`src/rtl/apsm_pkg.sv`:
```
// Shared constants for the converter peak signal monitor.
// Assumes register addresses are 15-bit serial control port addresses.
package apsm_pkg;

    localparam int unsigned SAMPLE_W  = 14;
    localparam int unsigned MAG_W     = 13;
    localparam int unsigned PERIOD_W  = 24;
    localparam int unsigned CTRL_W    = 3;
    localparam int unsigned ADDR_W    = 15;
    localparam int unsigned FRAME_W   = 25;
    localparam int unsigned SUB_W     = 5;
    localparam int unsigned PAYLOAD_W = 20;

    ////////////////////////////////////////////////////////////////////////////
    // Register offsets
    localparam logic [14:0] ADDR_MON_CTRL   = 15'h0270;
    localparam logic [14:0] ADDR_PERIOD_0   = 15'h0271;
    localparam logic [14:0] ADDR_PERIOD_1   = 15'h0272;
    localparam logic [14:0] ADDR_PERIOD_2   = 15'h0273;
    localparam logic [14:0] ADDR_HOLD_LO    = 15'h0274;
    localparam logic [14:0] ADDR_HOLD_HI    = 15'h0275;
    localparam logic [14:0] ADDR_LINK_EN_A  = 15'h0279;
    localparam logic [14:0] ADDR_LINK_EN_B  = 15'h027A;
    localparam logic [14:0] ADDR_LINK_CFG_1 = 15'h0559;
    localparam logic [14:0] ADDR_LINK_CFG_2 = 15'h055A;
    localparam logic [14:0] ADDR_LINK_CFG_3 = 15'h058F;

    ////////////////////////////////////////////////////////////////////////////
    // Field positions and reset values
    localparam int unsigned PEAK_EN_BIT   = 1;
    localparam int unsigned LINK_EN_B_BIT = 1;
    localparam logic [2:0]  MON_SEL_CODE  = 3'h5;
    localparam logic [7:0]  REG_RESET     = 8'h00;
    localparam int unsigned SPI_INSTR_W   = 16;
    localparam int unsigned SPI_DATA_W    = 8;

endpackage : apsm_pkg

```
`src/rtl/apsm_reg_if.sv`:
```
// Byte register access between the serial control port and the monitor.
// Assumes one clock domain; rd and wr are one-cycle pulses.
`timescale 1ns/1ps
interface apsm_reg_if;
    logic        wr;
    logic        rd;
    logic [14:0] addr;
    logic [7:0]  wdata;
    logic [7:0]  rdata;

    modport port (output wr, output rd, output addr, output wdata, input rdata);
    modport regs (input wr, input rd, input addr, input wdata, output rdata);
endinterface : apsm_reg_if

```
`src/rtl/apsm_skid_buf.sv`:
```
// Two-entry buffer with valid and ready on both sides.
// Assumes the drain side may stall at any time; no word is lost.
`timescale 1ns/1ps
module apsm_skid_buf #(
    parameter int unsigned WIDTH = 17
) (
    input  wire logic             i_clk_sys,
    input  wire logic             i_reset_n,
    input  wire logic [WIDTH-1:0] i_data,
    input  wire logic             i_valid,
    output logic                  o_ready,
    output logic      [WIDTH-1:0] o_data,
    output logic                  o_valid,
    input  wire logic             i_ready
);
    logic [WIDTH-1:0] mem_q [2];
    logic [WIDTH-1:0] mem_d [2];
    logic             wp_q, wp_d, rp_q, rp_d;
    logic [1:0]       cnt_q, cnt_d;
    logic             push, pop;

    always_comb begin
        push     = i_valid && (cnt_q != 2'h2);
        pop      = i_ready && (cnt_q != 2'h0);
        mem_d[0] = mem_q[0];
        mem_d[1] = mem_q[1];
        if (push) begin
            mem_d[wp_q] = i_data;
        end
        wp_d  = push ? ~wp_q : wp_q;
        rp_d  = pop ? ~rp_q : rp_q;
        cnt_d = cnt_q + {1'b0, push} - {1'b0, pop};
    end

    always_ff @(posedge i_clk_sys or negedge i_reset_n) begin
        if (!i_reset_n) begin
            mem_q[0] <= '0;
            mem_q[1] <= '0;
            wp_q     <= 1'b0;
            rp_q     <= 1'b0;
            cnt_q    <= 2'h0;
        end else begin
            mem_q <= mem_d;
            wp_q  <= wp_d;
            rp_q  <= rp_d;
            cnt_q <= cnt_d;
        end
    end

    assign o_ready = (cnt_q != 2'h2);
    assign o_valid = (cnt_q != 2'h0);
    assign o_data  = mem_q[rp_q];
endmodule : apsm_skid_buf

```
`src/rtl/apsm_spi_port.sv`:
```
// Serial control port slave: 16-bit instruction then data bytes, streaming.
// Assumes pins are synchronous to i_clk_sys and sclk is well below clk/4.
`timescale 1ns/1ps
module apsm_spi_port (
    input  wire logic   i_clk_sys,
    input  wire logic   i_reset_n,
    input  wire logic   i_spi_sclk,
    input  wire logic   i_spi_cs_n,
    input  wire logic   i_spi_sdi,
    output logic        o_spi_sdo,
    output logic        o_spi_sdo_oe_n,
    apsm_reg_if.port    bus
);
    logic        sclk_q, sclk_d;
    logic [4:0]  bit_q, bit_d;
    logic        instr_q, instr_d;
    logic        read_q, read_d;
    logic [14:0] addr_q, addr_d;
    logic [7:0]  sh_q, sh_d;
    logic        sdo_q, sdo_d;
    logic        rise, fall, wr, rd;

    always_comb begin
        rise    = i_spi_sclk && !sclk_q && !i_spi_cs_n;
        fall    = !i_spi_sclk && sclk_q && !i_spi_cs_n;
        sclk_d  = i_spi_sclk;
        bit_d   = bit_q;
        instr_d = instr_q;
        read_d  = read_q;
        addr_d  = addr_q;
        sh_d    = sh_q;
        sdo_d   = sdo_q;
        wr      = 1'b0;
        rd      = 1'b0;
        if (i_spi_cs_n) begin
            bit_d   = 5'h00;
            instr_d = 1'b1;
            sdo_d   = 1'b0;
        end else if (rise && instr_q) begin
            {read_d, addr_d} = {addr_q, i_spi_sdi};
            bit_d = bit_q + 5'h01;
            if (bit_q == 5'h0F) begin
                instr_d = 1'b0;
                bit_d   = 5'h00;
                rd      = addr_q[14];
            end
        end else if (rise) begin
            // A read shifts only on the falling edge, or every other bit is lost
            sh_d  = read_q ? sh_q : {sh_q[6:0], i_spi_sdi};
            bit_d = bit_q + 5'h01;
            if (bit_q == 5'h07) begin
                bit_d  = 5'h00;
                addr_d = addr_q + 15'h0001;
                wr     = !read_q;
                rd     = read_q;
            end
        end else if (fall && !instr_q && read_q) begin
            sdo_d = sh_q[7];
            sh_d  = {sh_q[6:0], 1'b0};
        end
        if (rd) begin
            sh_d = bus.rdata;
        end
    end

    always_ff @(posedge i_clk_sys or negedge i_reset_n) begin
        if (!i_reset_n) begin
            sclk_q  <= 1'b0;
            bit_q   <= 5'h00;
            instr_q <= 1'b1;
            read_q  <= 1'b0;
            addr_q  <= 15'h0000;
            sh_q    <= 8'h00;
            sdo_q   <= 1'b0;
        end else begin
            sclk_q  <= sclk_d;
            bit_q   <= bit_d;
            instr_q <= instr_d;
            read_q  <= read_d;
            addr_q  <= addr_d;
            sh_q    <= sh_d;
            sdo_q   <= sdo_d;
        end
    end

    // A streaming read fetches the next byte; a write lands on the current one
    assign bus.addr    = (instr_q) ? {addr_q[13:0], i_spi_sdi} :
                         (read_q ? addr_q + 15'h0001 : addr_q);
    assign bus.wr      = wr;
    assign bus.rd      = rd;
    assign bus.wdata   = {sh_q[6:0], i_spi_sdi};
    assign o_spi_sdo      = sdo_q;
    assign o_spi_sdo_oe_n = !(!i_spi_cs_n && !instr_q && read_q);
endmodule : apsm_spi_port

```
`src/rtl/apsm_monitor.sv`:
```
// Converter peak signal monitor: peak over a programmable period, holding
// register, framed serial copy in the top control bit of output samples.
// Assumes one sample per accepted i_sample_valid cycle and a synchronous
// serial control port.
`timescale 1ns/1ps
module apsm_monitor #(
    parameter int unsigned SAMPLE_W = apsm_pkg::SAMPLE_W
) (
    input  wire logic                             i_clk_sys,
    input  wire logic                             i_reset_n,
    input  wire logic                             i_spi_sclk,
    input  wire logic                             i_spi_cs_n,
    input  wire logic                             i_spi_sdi,
    output logic                                  o_spi_sdo,
    output logic                                  o_spi_sdo_oe_n,
    input  wire logic            [SAMPLE_W-1:0]   i_sample,
    input  wire logic                             i_sample_valid,
    output logic                                  o_sample_ready,
    output logic [SAMPLE_W+apsm_pkg::CTRL_W-1:0]  o_sample,
    output logic                                  o_sample_valid,
    input  wire logic                             i_sample_ready
);
    localparam int unsigned MW = apsm_pkg::MAG_W;
    localparam int unsigned PW = apsm_pkg::PERIOD_W;
    localparam int unsigned OW = SAMPLE_W + apsm_pkg::CTRL_W;

    apsm_reg_if bus ();

    ////////////////////////////////////////////////////////////////////////////
    // Register file
    logic [7:0]    ctrl_q, ctrl_d;
    logic [7:0]    en_a_q, en_a_d;
    logic [7:0]    en_b_q, en_b_d;
    logic [7:0]    cfg1_q, cfg1_d;
    logic [7:0]    cfg2_q, cfg2_d;
    logic [7:0]    cfg3_q, cfg3_d;
    logic [PW-1:0] period_q, period_d;
    logic [MW-1:0] hold_q;
    logic [7:0]    rdata;

    apsm_spi_port u_spi (
        .i_clk_sys      (i_clk_sys),
        .i_reset_n      (i_reset_n),
        .i_spi_sclk     (i_spi_sclk),
        .i_spi_cs_n     (i_spi_cs_n),
        .i_spi_sdi      (i_spi_sdi),
        .o_spi_sdo      (o_spi_sdo),
        .o_spi_sdo_oe_n (o_spi_sdo_oe_n),
        .bus            (bus.port)
    );

    always_comb begin
        ctrl_d   = ctrl_q;
        en_a_d   = en_a_q;
        en_b_d   = en_b_q;
        cfg1_d   = cfg1_q;
        cfg2_d   = cfg2_q;
        cfg3_d   = cfg3_q;
        period_d = period_q;
        if (bus.wr) begin
            case (bus.addr)
                apsm_pkg::ADDR_MON_CTRL:   ctrl_d = bus.wdata;
                apsm_pkg::ADDR_PERIOD_0:   period_d[7:0]   = bus.wdata;
                apsm_pkg::ADDR_PERIOD_1:   period_d[15:8]  = bus.wdata;
                apsm_pkg::ADDR_PERIOD_2:   period_d[23:16] = bus.wdata;
                apsm_pkg::ADDR_LINK_EN_A:  en_a_d = bus.wdata;
                apsm_pkg::ADDR_LINK_EN_B:  en_b_d = bus.wdata;
                apsm_pkg::ADDR_LINK_CFG_1: cfg1_d = bus.wdata;
                apsm_pkg::ADDR_LINK_CFG_2: cfg2_d = bus.wdata;
                apsm_pkg::ADDR_LINK_CFG_3: cfg3_d = bus.wdata;
                default: ;
            endcase
        end
        // Holding register reads back over the control port
        case (bus.addr)
            apsm_pkg::ADDR_MON_CTRL:   rdata = ctrl_q;
            apsm_pkg::ADDR_PERIOD_0:   rdata = period_q[7:0];
            apsm_pkg::ADDR_PERIOD_1:   rdata = period_q[15:8];
            apsm_pkg::ADDR_PERIOD_2:   rdata = period_q[23:16];
            apsm_pkg::ADDR_HOLD_LO:    rdata = hold_q[7:0];
            apsm_pkg::ADDR_HOLD_HI:    rdata = {3'h0, hold_q[12:8]};
            apsm_pkg::ADDR_LINK_EN_A:  rdata = en_a_q;
            apsm_pkg::ADDR_LINK_EN_B:  rdata = en_b_q;
            apsm_pkg::ADDR_LINK_CFG_1: rdata = cfg1_q;
            apsm_pkg::ADDR_LINK_CFG_2: rdata = cfg2_q;
            apsm_pkg::ADDR_LINK_CFG_3: rdata = cfg3_q;
            default:                   rdata = 8'h00;
        endcase
    end
    assign bus.rdata = rdata;

    always_ff @(posedge i_clk_sys or negedge i_reset_n) begin
        if (!i_reset_n) begin
            ctrl_q   <= apsm_pkg::REG_RESET;
            en_a_q   <= apsm_pkg::REG_RESET;
            en_b_q   <= apsm_pkg::REG_RESET;
            cfg1_q   <= apsm_pkg::REG_RESET;
            cfg2_q   <= apsm_pkg::REG_RESET;
            cfg3_q   <= apsm_pkg::REG_RESET;
            period_q <= '0;
        end else begin
            ctrl_q   <= ctrl_d;
            en_a_q   <= en_a_d;
            en_b_q   <= en_b_d;
            cfg1_q   <= cfg1_d;
            cfg2_q   <= cfg2_d;
            cfg3_q   <= cfg3_d;
            period_q <= period_d;
        end
    end

    ////////////////////////////////////////////////////////////////////////////
    // Peak detector
    logic          accept, peak_en, peak_en_q, xfer;
    logic [PW-1:0] timer_q, timer_d;
    logic [MW-1:0] store_q, store_d, hold_d, mag, cur;
    logic          first_q, first_d;
    logic [SAMPLE_W-1:0] abs_v;

    assign peak_en = ctrl_q[apsm_pkg::PEAK_EN_BIT];

    always_comb begin
        // Full-scale negative saturates to the largest 13-bit magnitude
        abs_v = i_sample[SAMPLE_W-1] ? (~i_sample + 1'b1) : i_sample;
        mag   = abs_v[SAMPLE_W-1] ? {MW{1'b1}} : abs_v[MW-1:0];
        cur   = (first_q || mag > store_q) ? mag : store_q;
        timer_d = timer_q;
        store_d = store_q;
        first_d = first_q;
        hold_d  = hold_q;
        xfer    = 1'b0;
        if (!peak_en) begin
            timer_d = '0;
            first_d = 1'b1;
            hold_d  = '0;
        end else if (!peak_en_q) begin
            timer_d = period_q;
            first_d = 1'b1;
        end else if (accept) begin
            // A zero period behaves as one so the timer never wraps
            if (timer_q <= 24'h000001) begin
                hold_d  = cur;
                timer_d = period_q;
                first_d = 1'b1;
                xfer    = 1'b1;
            end else begin
                timer_d = timer_q - 24'h000001;
                store_d = cur;
                first_d = 1'b0;
            end
        end
    end

    always_ff @(posedge i_clk_sys or negedge i_reset_n) begin
        if (!i_reset_n) begin
            peak_en_q <= 1'b0;
            timer_q   <= '0;
            store_q   <= '0;
            first_q   <= 1'b1;
            hold_q    <= '0;
        end else begin
            peak_en_q <= peak_en;
            timer_q   <= timer_d;
            store_q   <= store_d;
            first_q   <= first_d;
            hold_q    <= hold_d;
        end
    end

    ////////////////////////////////////////////////////////////////////////////
    // Frame serialiser for the embedded monitor port
    logic [apsm_pkg::FRAME_W-1:0]   frame_q, frame_d, frame_new;
    logic [4:0]                     left_q, left_d;
    logic                           pend_q, pend_d, load, link_on, mon_bit;
    logic [MW-1:0]                  pval_q, pval_d;
    logic [apsm_pkg::PAYLOAD_W-1:0] payload;
    logic [1:0]                     cs;
    logic [apsm_pkg::CTRL_W-1:0]    ctrl_bits;

    assign link_on = (en_a_q[1:0] == 2'h3) && en_b_q[apsm_pkg::LINK_EN_B_BIT]
                     && (cfg1_q[2:0] == apsm_pkg::MON_SEL_CODE);
    assign payload = {7'h00, pval_q};
    assign cs      = cfg3_q[1:0];

    genvar g;
    generate
        for (g = 0; g < 5; g++) begin : g_sub
            // Start bit then four payload bits, highest subframe first
            assign frame_new[apsm_pkg::SUB_W*g +: apsm_pkg::SUB_W] =
                {1'b1, payload[4*g +: 4]};
        end
    endgenerate

    always_comb begin
        load    = link_on && (left_q == 5'h00) && pend_q;
        frame_d = frame_q;
        left_d  = left_q;
        mon_bit = 1'b0;
        pval_d  = xfer ? hold_d : pval_q;
        // A new transfer wins over the pending clear of the same cycle
        pend_d  = xfer ? 1'b1 : (load ? 1'b0 : pend_q);
        if (!link_on) begin
            left_d = 5'h00;
        end else if (load) begin
            frame_d = frame_new;
            left_d  = 5'(apsm_pkg::FRAME_W);
        end else if (accept && left_q != 5'h00) begin
            mon_bit = frame_q[apsm_pkg::FRAME_W-1];
            frame_d = {frame_q[apsm_pkg::FRAME_W-2:0], 1'b0};
            left_d  = left_q - 5'h01;
        end
        // Monitor takes the most significant control bit; the rest stay zero
        ctrl_bits = (cs != 2'h0) ? {mon_bit, 2'h0} : 3'h0;
    end

    always_ff @(posedge i_clk_sys or negedge i_reset_n) begin
        if (!i_reset_n) begin
            frame_q <= '0;
            left_q  <= 5'h00;
            pend_q  <= 1'b0;
            pval_q  <= '0;
        end else begin
            frame_q <= frame_d;
            left_q  <= left_d;
            pend_q  <= pend_d;
            pval_q  <= pval_d;
        end
    end

    ////////////////////////////////////////////////////////////////////////////
    // Output path; the buffer stalls the source when the receiver stalls
    assign accept = i_sample_valid && o_sample_ready;

    apsm_skid_buf #(
        .WIDTH (OW)
    ) u_buf (
        .i_clk_sys (i_clk_sys),
        .i_reset_n (i_reset_n),
        .i_data    ({i_sample, ctrl_bits}),
        .i_valid   (i_sample_valid),
        .o_ready   (o_sample_ready),
        .o_data    (o_sample),
        .o_valid   (o_sample_valid),
        .i_ready   (i_sample_ready)
    );
endmodule : apsm_monitor

```
`config.mk`:
```
export PLATFORM = sky130hd
export DESIGN_NAME = apsm_monitor
export DESIGN_NICKNAME = d
export VERILOG_FILES = /design/src/rtl/apsm_pkg.sv /design/src/rtl/apsm_reg_if.sv /design/src/rtl/apsm_skid_buf.sv /design/src/rtl/apsm_spi_port.sv /design/src/rtl/apsm_monitor.sv
export SDC_FILE = /design/constraint.sdc
export NUM_CORES = 1
export LEC_CHECK = 0
export BUFFER_PORTS_ARGS = -buffer_cell sky130_fd_sc_hd__buf_2
export CAP_MARGIN = 5
export CORE_MARGIN = 2
export CORE_UTILIZATION = 57
export DETAILED_ROUTE_END_ITERATION = 6
export PLACE_DENSITY = 0.81
export SLEW_MARGIN = 20
export SYNTH_ARGS = -nofsm -noshare
export SYNTH_HDL_FRONTEND = slang
export SYNTH_SLANG_ARGS = --single-unit
```
`constraint.sdc`:
```
create_clock -name i_clk_sys -period 2.6 [get_ports i_clk_sys]
set_input_delay 0.26 -clock i_clk_sys [delete_from_list [all_inputs] [get_ports i_clk_sys]]
set_output_delay 0.26 -clock i_clk_sys [all_outputs]
set_load 0.02 [all_outputs]
```
# Yosys cells after proc, flatten, opt, wreduce, memory -nomap -nowiden
# Index checks and enable logic that the tools add are counted.
# word_totals
ff_bits,238
elab_cells,193
output_inout_bits,21
in_bits,21
# op_classes
n_eq_ne,23
addsub,7
n_lt_le_gt_ge,5
n_mux,68
bitwise_logic,7
reduce_logical,53
# ops
operator,n
15-bit by 10-bit equality test with 1-bit output (second input constant),8
24-bit 2-to-1 mux,4
8-bit one-hot mux with 11 select lines,1
13-bit 2-to-1 mux,6
15-bit 2-to-1 mux,5
17-bit 2-to-1 mux,4
25-bit 2-to-1 mux,2
8-bit 2-to-1 mux,6
15-bit by 11-bit equality test with 1-bit output (second input constant),3
5-bit 2-to-1 mux,8
34-bit bitwise mux,1
1-bit 2-to-1 mux,28
24-bit by 1-bit less-or-equal comparator with 1-bit output (second input constant),1
2-bit AND reduction,12
24-bit by 1-bit subtractor with 24-bit output (second input constant),1
2-bit nonzero test,9
17-bit demux with 1-bit select,1
1-bit logical AND,17
15-bit by 1-bit adder with 15-bit output (second input constant),1
14-bit by 1-bit adder with 14-bit output (second input constant),1
14-bit 2-to-1 mux,1
14-bit NOT,1
13-bit greater-than comparator,1
2-bit != test (second input constant),4
other kinds (23),37

# Depth between registers and ports, before layout
# depth
ltp_word,11
depth_mapped,18
mapped_depth_nobuf,15

# Modules after synthesis
# A second synthesis with hierarchy kept.
# unflattened
hier_cells,1207
area_unflattened_um2,12786.0
# by_module_without_submodules
mod,cells_each,area_per_inst_um2,instances,seq_area_each_um2
apsm_monitor,829,8683.3,1,4205.3
apsm_spi_port,270,2321.0,1,802.0
apsm_skid_buf,108,1781.7,1,950.9

# Worst setup path before layout
# OpenSTA, ideal clock, no wires.
# synth_timing
path_kind,input port to flip-flop
startpoint,in i_sample[3]
endpoint,reg hold_q[5]
setup_time_ps,138
cell_stages,16
n_path_buf,3
setup_slack_ps,-1245
t_arrival_ps,3707
t_required_ps,2462
cell_sequence,or2_2 > or4_1 > nor3_1 > nand3_1 > clkbuf_1 > nand2_1 > ha_1 > a21o_1 > a2111oi_0 > o21ai_0 > o311ai_0 > a31oi_1 > clkbuf_1 > buf_1 > nand4_1 > o211ai_1
# synth_via
elab_chain_len,11
# synth_rtl
element,line_no,source
"start, declared",apsm_monitor.sv:16,"input wire logic [SAMPLE_W-1:0] i_sample,"
14-bit NOT,apsm_monitor.sv:124,abs_v = i_sample[SAMPLE_W-1] ? (~i_sample + 1'b1) : i_sample;
14-bit by 1-bit adder with 14-bit output,apsm_monitor.sv:124,
14-bit 2-to-1 mux *,apsm_monitor.sv:124,
13-bit 2-to-1 mux *,apsm_monitor.sv:125,mag = abs_v[SAMPLE_W-1] ? {MW{1'b1}} : abs_v[MW-1:0];
13-bit greater-than comparator,apsm_monitor.sv:126,cur = (first_q || mag > store_q) ? mag : store_q;
1-bit logical OR,apsm_monitor.sv:126,
13-bit 2-to-1 mux *,apsm_monitor.sv:126,
13-bit 2-to-1 mux *,apsm_monitor.sv:141,if (timer_q <= 24'h000001) begin
13-bit 2-to-1 mux *,apsm_monitor.sv:139,end else if (accept) begin
13-bit 2-to-1 mux *,apsm_monitor.sv:136,end else if (!peak_en_q) begin
13-bit 2-to-1 mux *,apsm_monitor.sv:132,if (!peak_en) begin
via hold_d[5],apsm_monitor.sv:116,"logic [MW-1:0] store_q, store_d, hold_d, mag, cur;"
"end signal, assigned",apsm_monitor.sv:166,hold_q <= hold_d;
"end, declared",apsm_monitor.sv:38,logic [MW-1:0] hold_q;
# The timed path passes the listed nets; every way through them passes the cells marked *.
# A chain may end at the register's enable or synchronous reset.

# Worst setup path in the final report
# layout_timing
startpoint,reg u_spi.addr_q[0]
endpoint,reg u_spi.sh_q[7]
# layout_via
elab_chain_len,6
# layout_rtl
element,line_no,source
"start, declared",apsm_spi_port.sv:18,"logic [14:0] addr_q, addr_d;"
"start signal, assigned",apsm_spi_port.sv:80,addr_q <= addr_d;
15-bit by 1-bit adder with 15-bit output,apsm_spi_port.sv:88,(read_q ? addr_q + 15'h0001 : addr_q);
15-bit 2-to-1 mux,apsm_spi_port.sv:88,
15-bit 2-to-1 mux *,apsm_spi_port.sv:87,"assign bus.addr = (instr_q) ? {addr_q[13:0], i_spi_sdi} :"
15-bit by 11-bit equality test with 1-bit output or 15-bit by 10-bit equality test with 1-bit output (tied branches),apsm_monitor.sv:75,case (bus.addr)
8-bit one-hot mux with 11 select lines *,apsm_monitor.sv:75,
8-bit 2-to-1 mux *,apsm_spi_port.sv:61,if (rd) begin
"end signal, assigned",apsm_spi_port.sv:73,sh_q <= 8'h00;
"end signal, assigned",apsm_spi_port.sv:81,sh_q <= sh_d;
"end, declared",apsm_spi_port.sv:19,"logic [7:0] sh_q, sh_d;"
# Mark *: on every way between the ends. The rest lies on a longest branch, timed or not.

==> run metrics <==
Critical Path RT=3.01 ns; f_max=328 MHz; Tot GR Track Use=0.298; n_diodes=0; Detail Route Antenna Nets=0; Yosys warning total=0; CTS clk-pin slew, worst paths=0.07 ns; multi-input logic area=0.00712 mm^2; Crit path top cell by count=buf_4; worst-margin pin slew=0.703 ns; Max-cap violations=0; Die Height=153 um; DR pass1 iterations=6; Synth Register Bits=234; Setup Skew=0.0120 ns; htree depth=1; pins over their slew limit=0; Pwr Total=10.4 mW; Core ar.=0.0218 mm^2; Initial Util=0.582; most frequent cells after synthesis=232 x dfrtp_1, 105 x o21ai_0, 101 x nor2_1; Setup-failing EPs final=119; clk buf depth=3; DR iter-0 viols=1164; Setup crit end kind=register; post-synthesis cell count=1279; dpl hpwl=23.9 mm; Fillers=1353; Via Count=11500; Async SR Flop Fraction=1.00; pwr dens=644 mW/mm^2; layout cell share with drive strength beyond 1=0.338; post-DR wirelength/cell=21.4 um; Area contributors post-synth=dfrtp_1 46%, mux2_2 8.6%, o21ai_0 4.1%; initial antenna violation count=0; Crit Path Class=reg2reg; clock root buffer master=clkbuf_16; status=complete, but fails checks; number of synthesized flops with an enable pin=0; TritonCTS clock tree=built; die area=0.0235 mm^2; top cell type by total area after synthesis=dfrtp_1; fin worst setup slack=-0.450 ns; P&R area growth vs syn=27.3%; Rows=54; Final min period=3.05 ns; post-synthesis sequential area ratio=0.461; max_slew headroom=0.531; Detailed Route WL=37.4 mm; maximum fanout along the worst path=11; CTS Sinks=234; Leak=7.37 nW; Post-Syn Area=0.0127 mm^2; layout net count=1500; gr ovfl total=0; die width=153 um; Syn Area/Cell=9.93 um^2; worst path arrival time=3.46 ns; Port Buffers=39; synth unique cells=86; num ports=42; RSZ-0062 raised after global routing=yes; failing checks=negative setup slack; crit-path cells=buf_6 -> buf_4 -> buf_4 -> nor4b_2 -> a211oi_2 -> nor2_1 -> buf_4 -> buf_4 -> nor2_1 -> o21ai_1 -> a32o_1 -> a21oi_2 -> buf_4 -> a221oi_1; CP max-delay cell=dfrtp_1; CTS Buf Count=25; period utilization=1.17; DRC=0; final hold violations=0; Main synth FF type=dfrtp_1; Hold Path Class=in2reg; Max stage delay on crit path=0.42 ns; Final Util=0.741; largest net degree at the start of global routing=80; startpoint types=register; most common cell in the netlist=dfrtp_1; vias in the first global route=11300; GP Congestion=0.940; register area=0.00586 mm^2; worst vdd ir=0.000935 V; first-pass GRT wire length=57.7 mm; Via density=6.57; Worst-Skew Late Latency=0.54 ns; area share of the largest cell type after synthesis=0.457
placed cells by master (no fill, tap or decap), drive strengths merged, types with 6 or more instances in the layout:
master and count:
xnor2 10, o22a 6, ha 23, nor3 23
clkbuf 36, or2 7, dfrtp 232, xor2 9
nor2b 10, buf 230, inv 36, a221oi 12
a31oi 15, o211ai 13, a22o 20, o22ai 23
a22oi 16, nand4 19, and2 13, nand2 104
a21oi 64, o311ai 8, nand3 62, nor2 102
o21ai 108, mux2i 29, a222oi 10, o31ai 7
mux2 114, and3 6, nor4 20
worst max-delay path, delay by kind of cell (launching register included):
family	cells	cell delay, ns
buffers and inverters	6	1.04
AOI/OAI and AO/OA	5	0.85
and+or+nand+nor	3	0.59
DFF	1	0.42
cell type report:
| cell class | count | area share |
|---|---|---|
| flip-flops and latches | 234 | 0.362 |
| multi-input cells | 927 | 0.440 |
| inverters | 35 | 0.00813 |
| clock inverters | 7 | 0.00805 |
| repair buffers | 233 | 0.114 |
| well taps | 280 | 0.0217 |
| clock buffers | 36 | 0.0456 |
flip-flops by register name, summed over array words and instances, names as in the netlist, 13 cells and up:
name / count
u_spi.addr_q: 15
frame_q: 25
period_q: 24
u_buf.mem_q: 30
store_q: 13
timer_q: 24
pval_q: 13
hold_q: 13
timing repair:
| action | 4_1_cts | 5_1_grt |
|---|---|---|
| gates resized for setup | 49 | 36 |
| hold endpoints to repair | 73 | 0 |
| setup buffers | 14 | 12 |
| pin swaps | 30 | 23 |
| hold buffers | 3 | 0 |
| setup endpoints to repair | 119 | 138 |
kinds of logic (layout without fill, tap and decap cells):
| kind of cell | after synthesis | in the layout | share of synthesized area |
|---|---|---|---|
| simple gates | 399 | 399 | 0.163 |
| fa+ha+maj | 23 | 23 | 0.0226 |
| mux | 143 | 143 | 0.124 |
| flops | 234 | 234 | 0.461 |
| xor+xnor | 19 | 19 | 0.0131 |
| compound gates | 341 | 341 | 0.178 |
| buf+inv | 119 | 311 | 0.0379 |
| other cells | 1 | 2 | 0.000295 |
per-stage QoR:
stage / hold WS [ns] / setup TNS (ns) / std cells / instance area [um^2] / setup slack (ns)
2_1_floorplan: -0.0356 / -31.75 / 1280 / 13200 / -0.729
3_5_place_dp: 0.289 / -51.91 / 1682 / 14700 / -1.11
4_1_cts: 0.0810 / -22.68 / 1742 / 15900 / -0.354
6_report: 0.0868 / -31.37 / 1752 / 16200 / -0.450
5_1_grt: 0.0986 / -44.65 / 1752 / 16200 / -0.568
3_3_place_gp: 0.289 / -43.09 / 1682 / 14700 / -0.949
report_power, final:
group	switching [mW]	internal, mW
sequential	0.274	3.96
combinational	1.30	1.13
clock	1.49	2.27
total	3.07	7.35
metal layers:
layer | share of wire | global-route usage | vias to the layer above
met5 | 0 | 0 | -
met4 | 0.053 | 0.147 | 0
met3 | 0.066 | 0.0431 | 175
met2 | 0.49 | 0.510 | 579
met1 | 0.39 | 0.373 | 5664
li1 | - | - | 5097
final timing paths:
| path | startpoint | depth (start not counted) | slack [ns] | endpoint |
|---|---|---|---|---|
| max | u_spi.addr_q[0]$_DFFE_PN0P_ | 14 | -0.45 | u_spi.sh_q[7]$_DFFE_PN0P_ |
| min | i_sample_ready | 3 | 0.09 | u_buf.rp_q$_DFFE_PN0P_ |
| max reg2reg | u_spi.addr_q[0]$_DFFE_PN0P_ | 14 | -0.45 | u_spi.sh_q[7]$_DFFE_PN0P_ |
| min reg2reg | pval_q[0]$_DFFE_PN0P_ | 2 | 0.50 | pval_q[0]$_DFFE_PN0P_ |
| max in group asynchronous | i_reset_n | 3 | 1.48 | u_buf.wp_q$_DFFE_PN0P_ |
| min in group asynchronous | i_reset_n | 2 | 0.30 | u_spi.addr_q[14]$_DFFE_PN0P_ |
No activity file was read; power rests on OpenSTA's default activity.
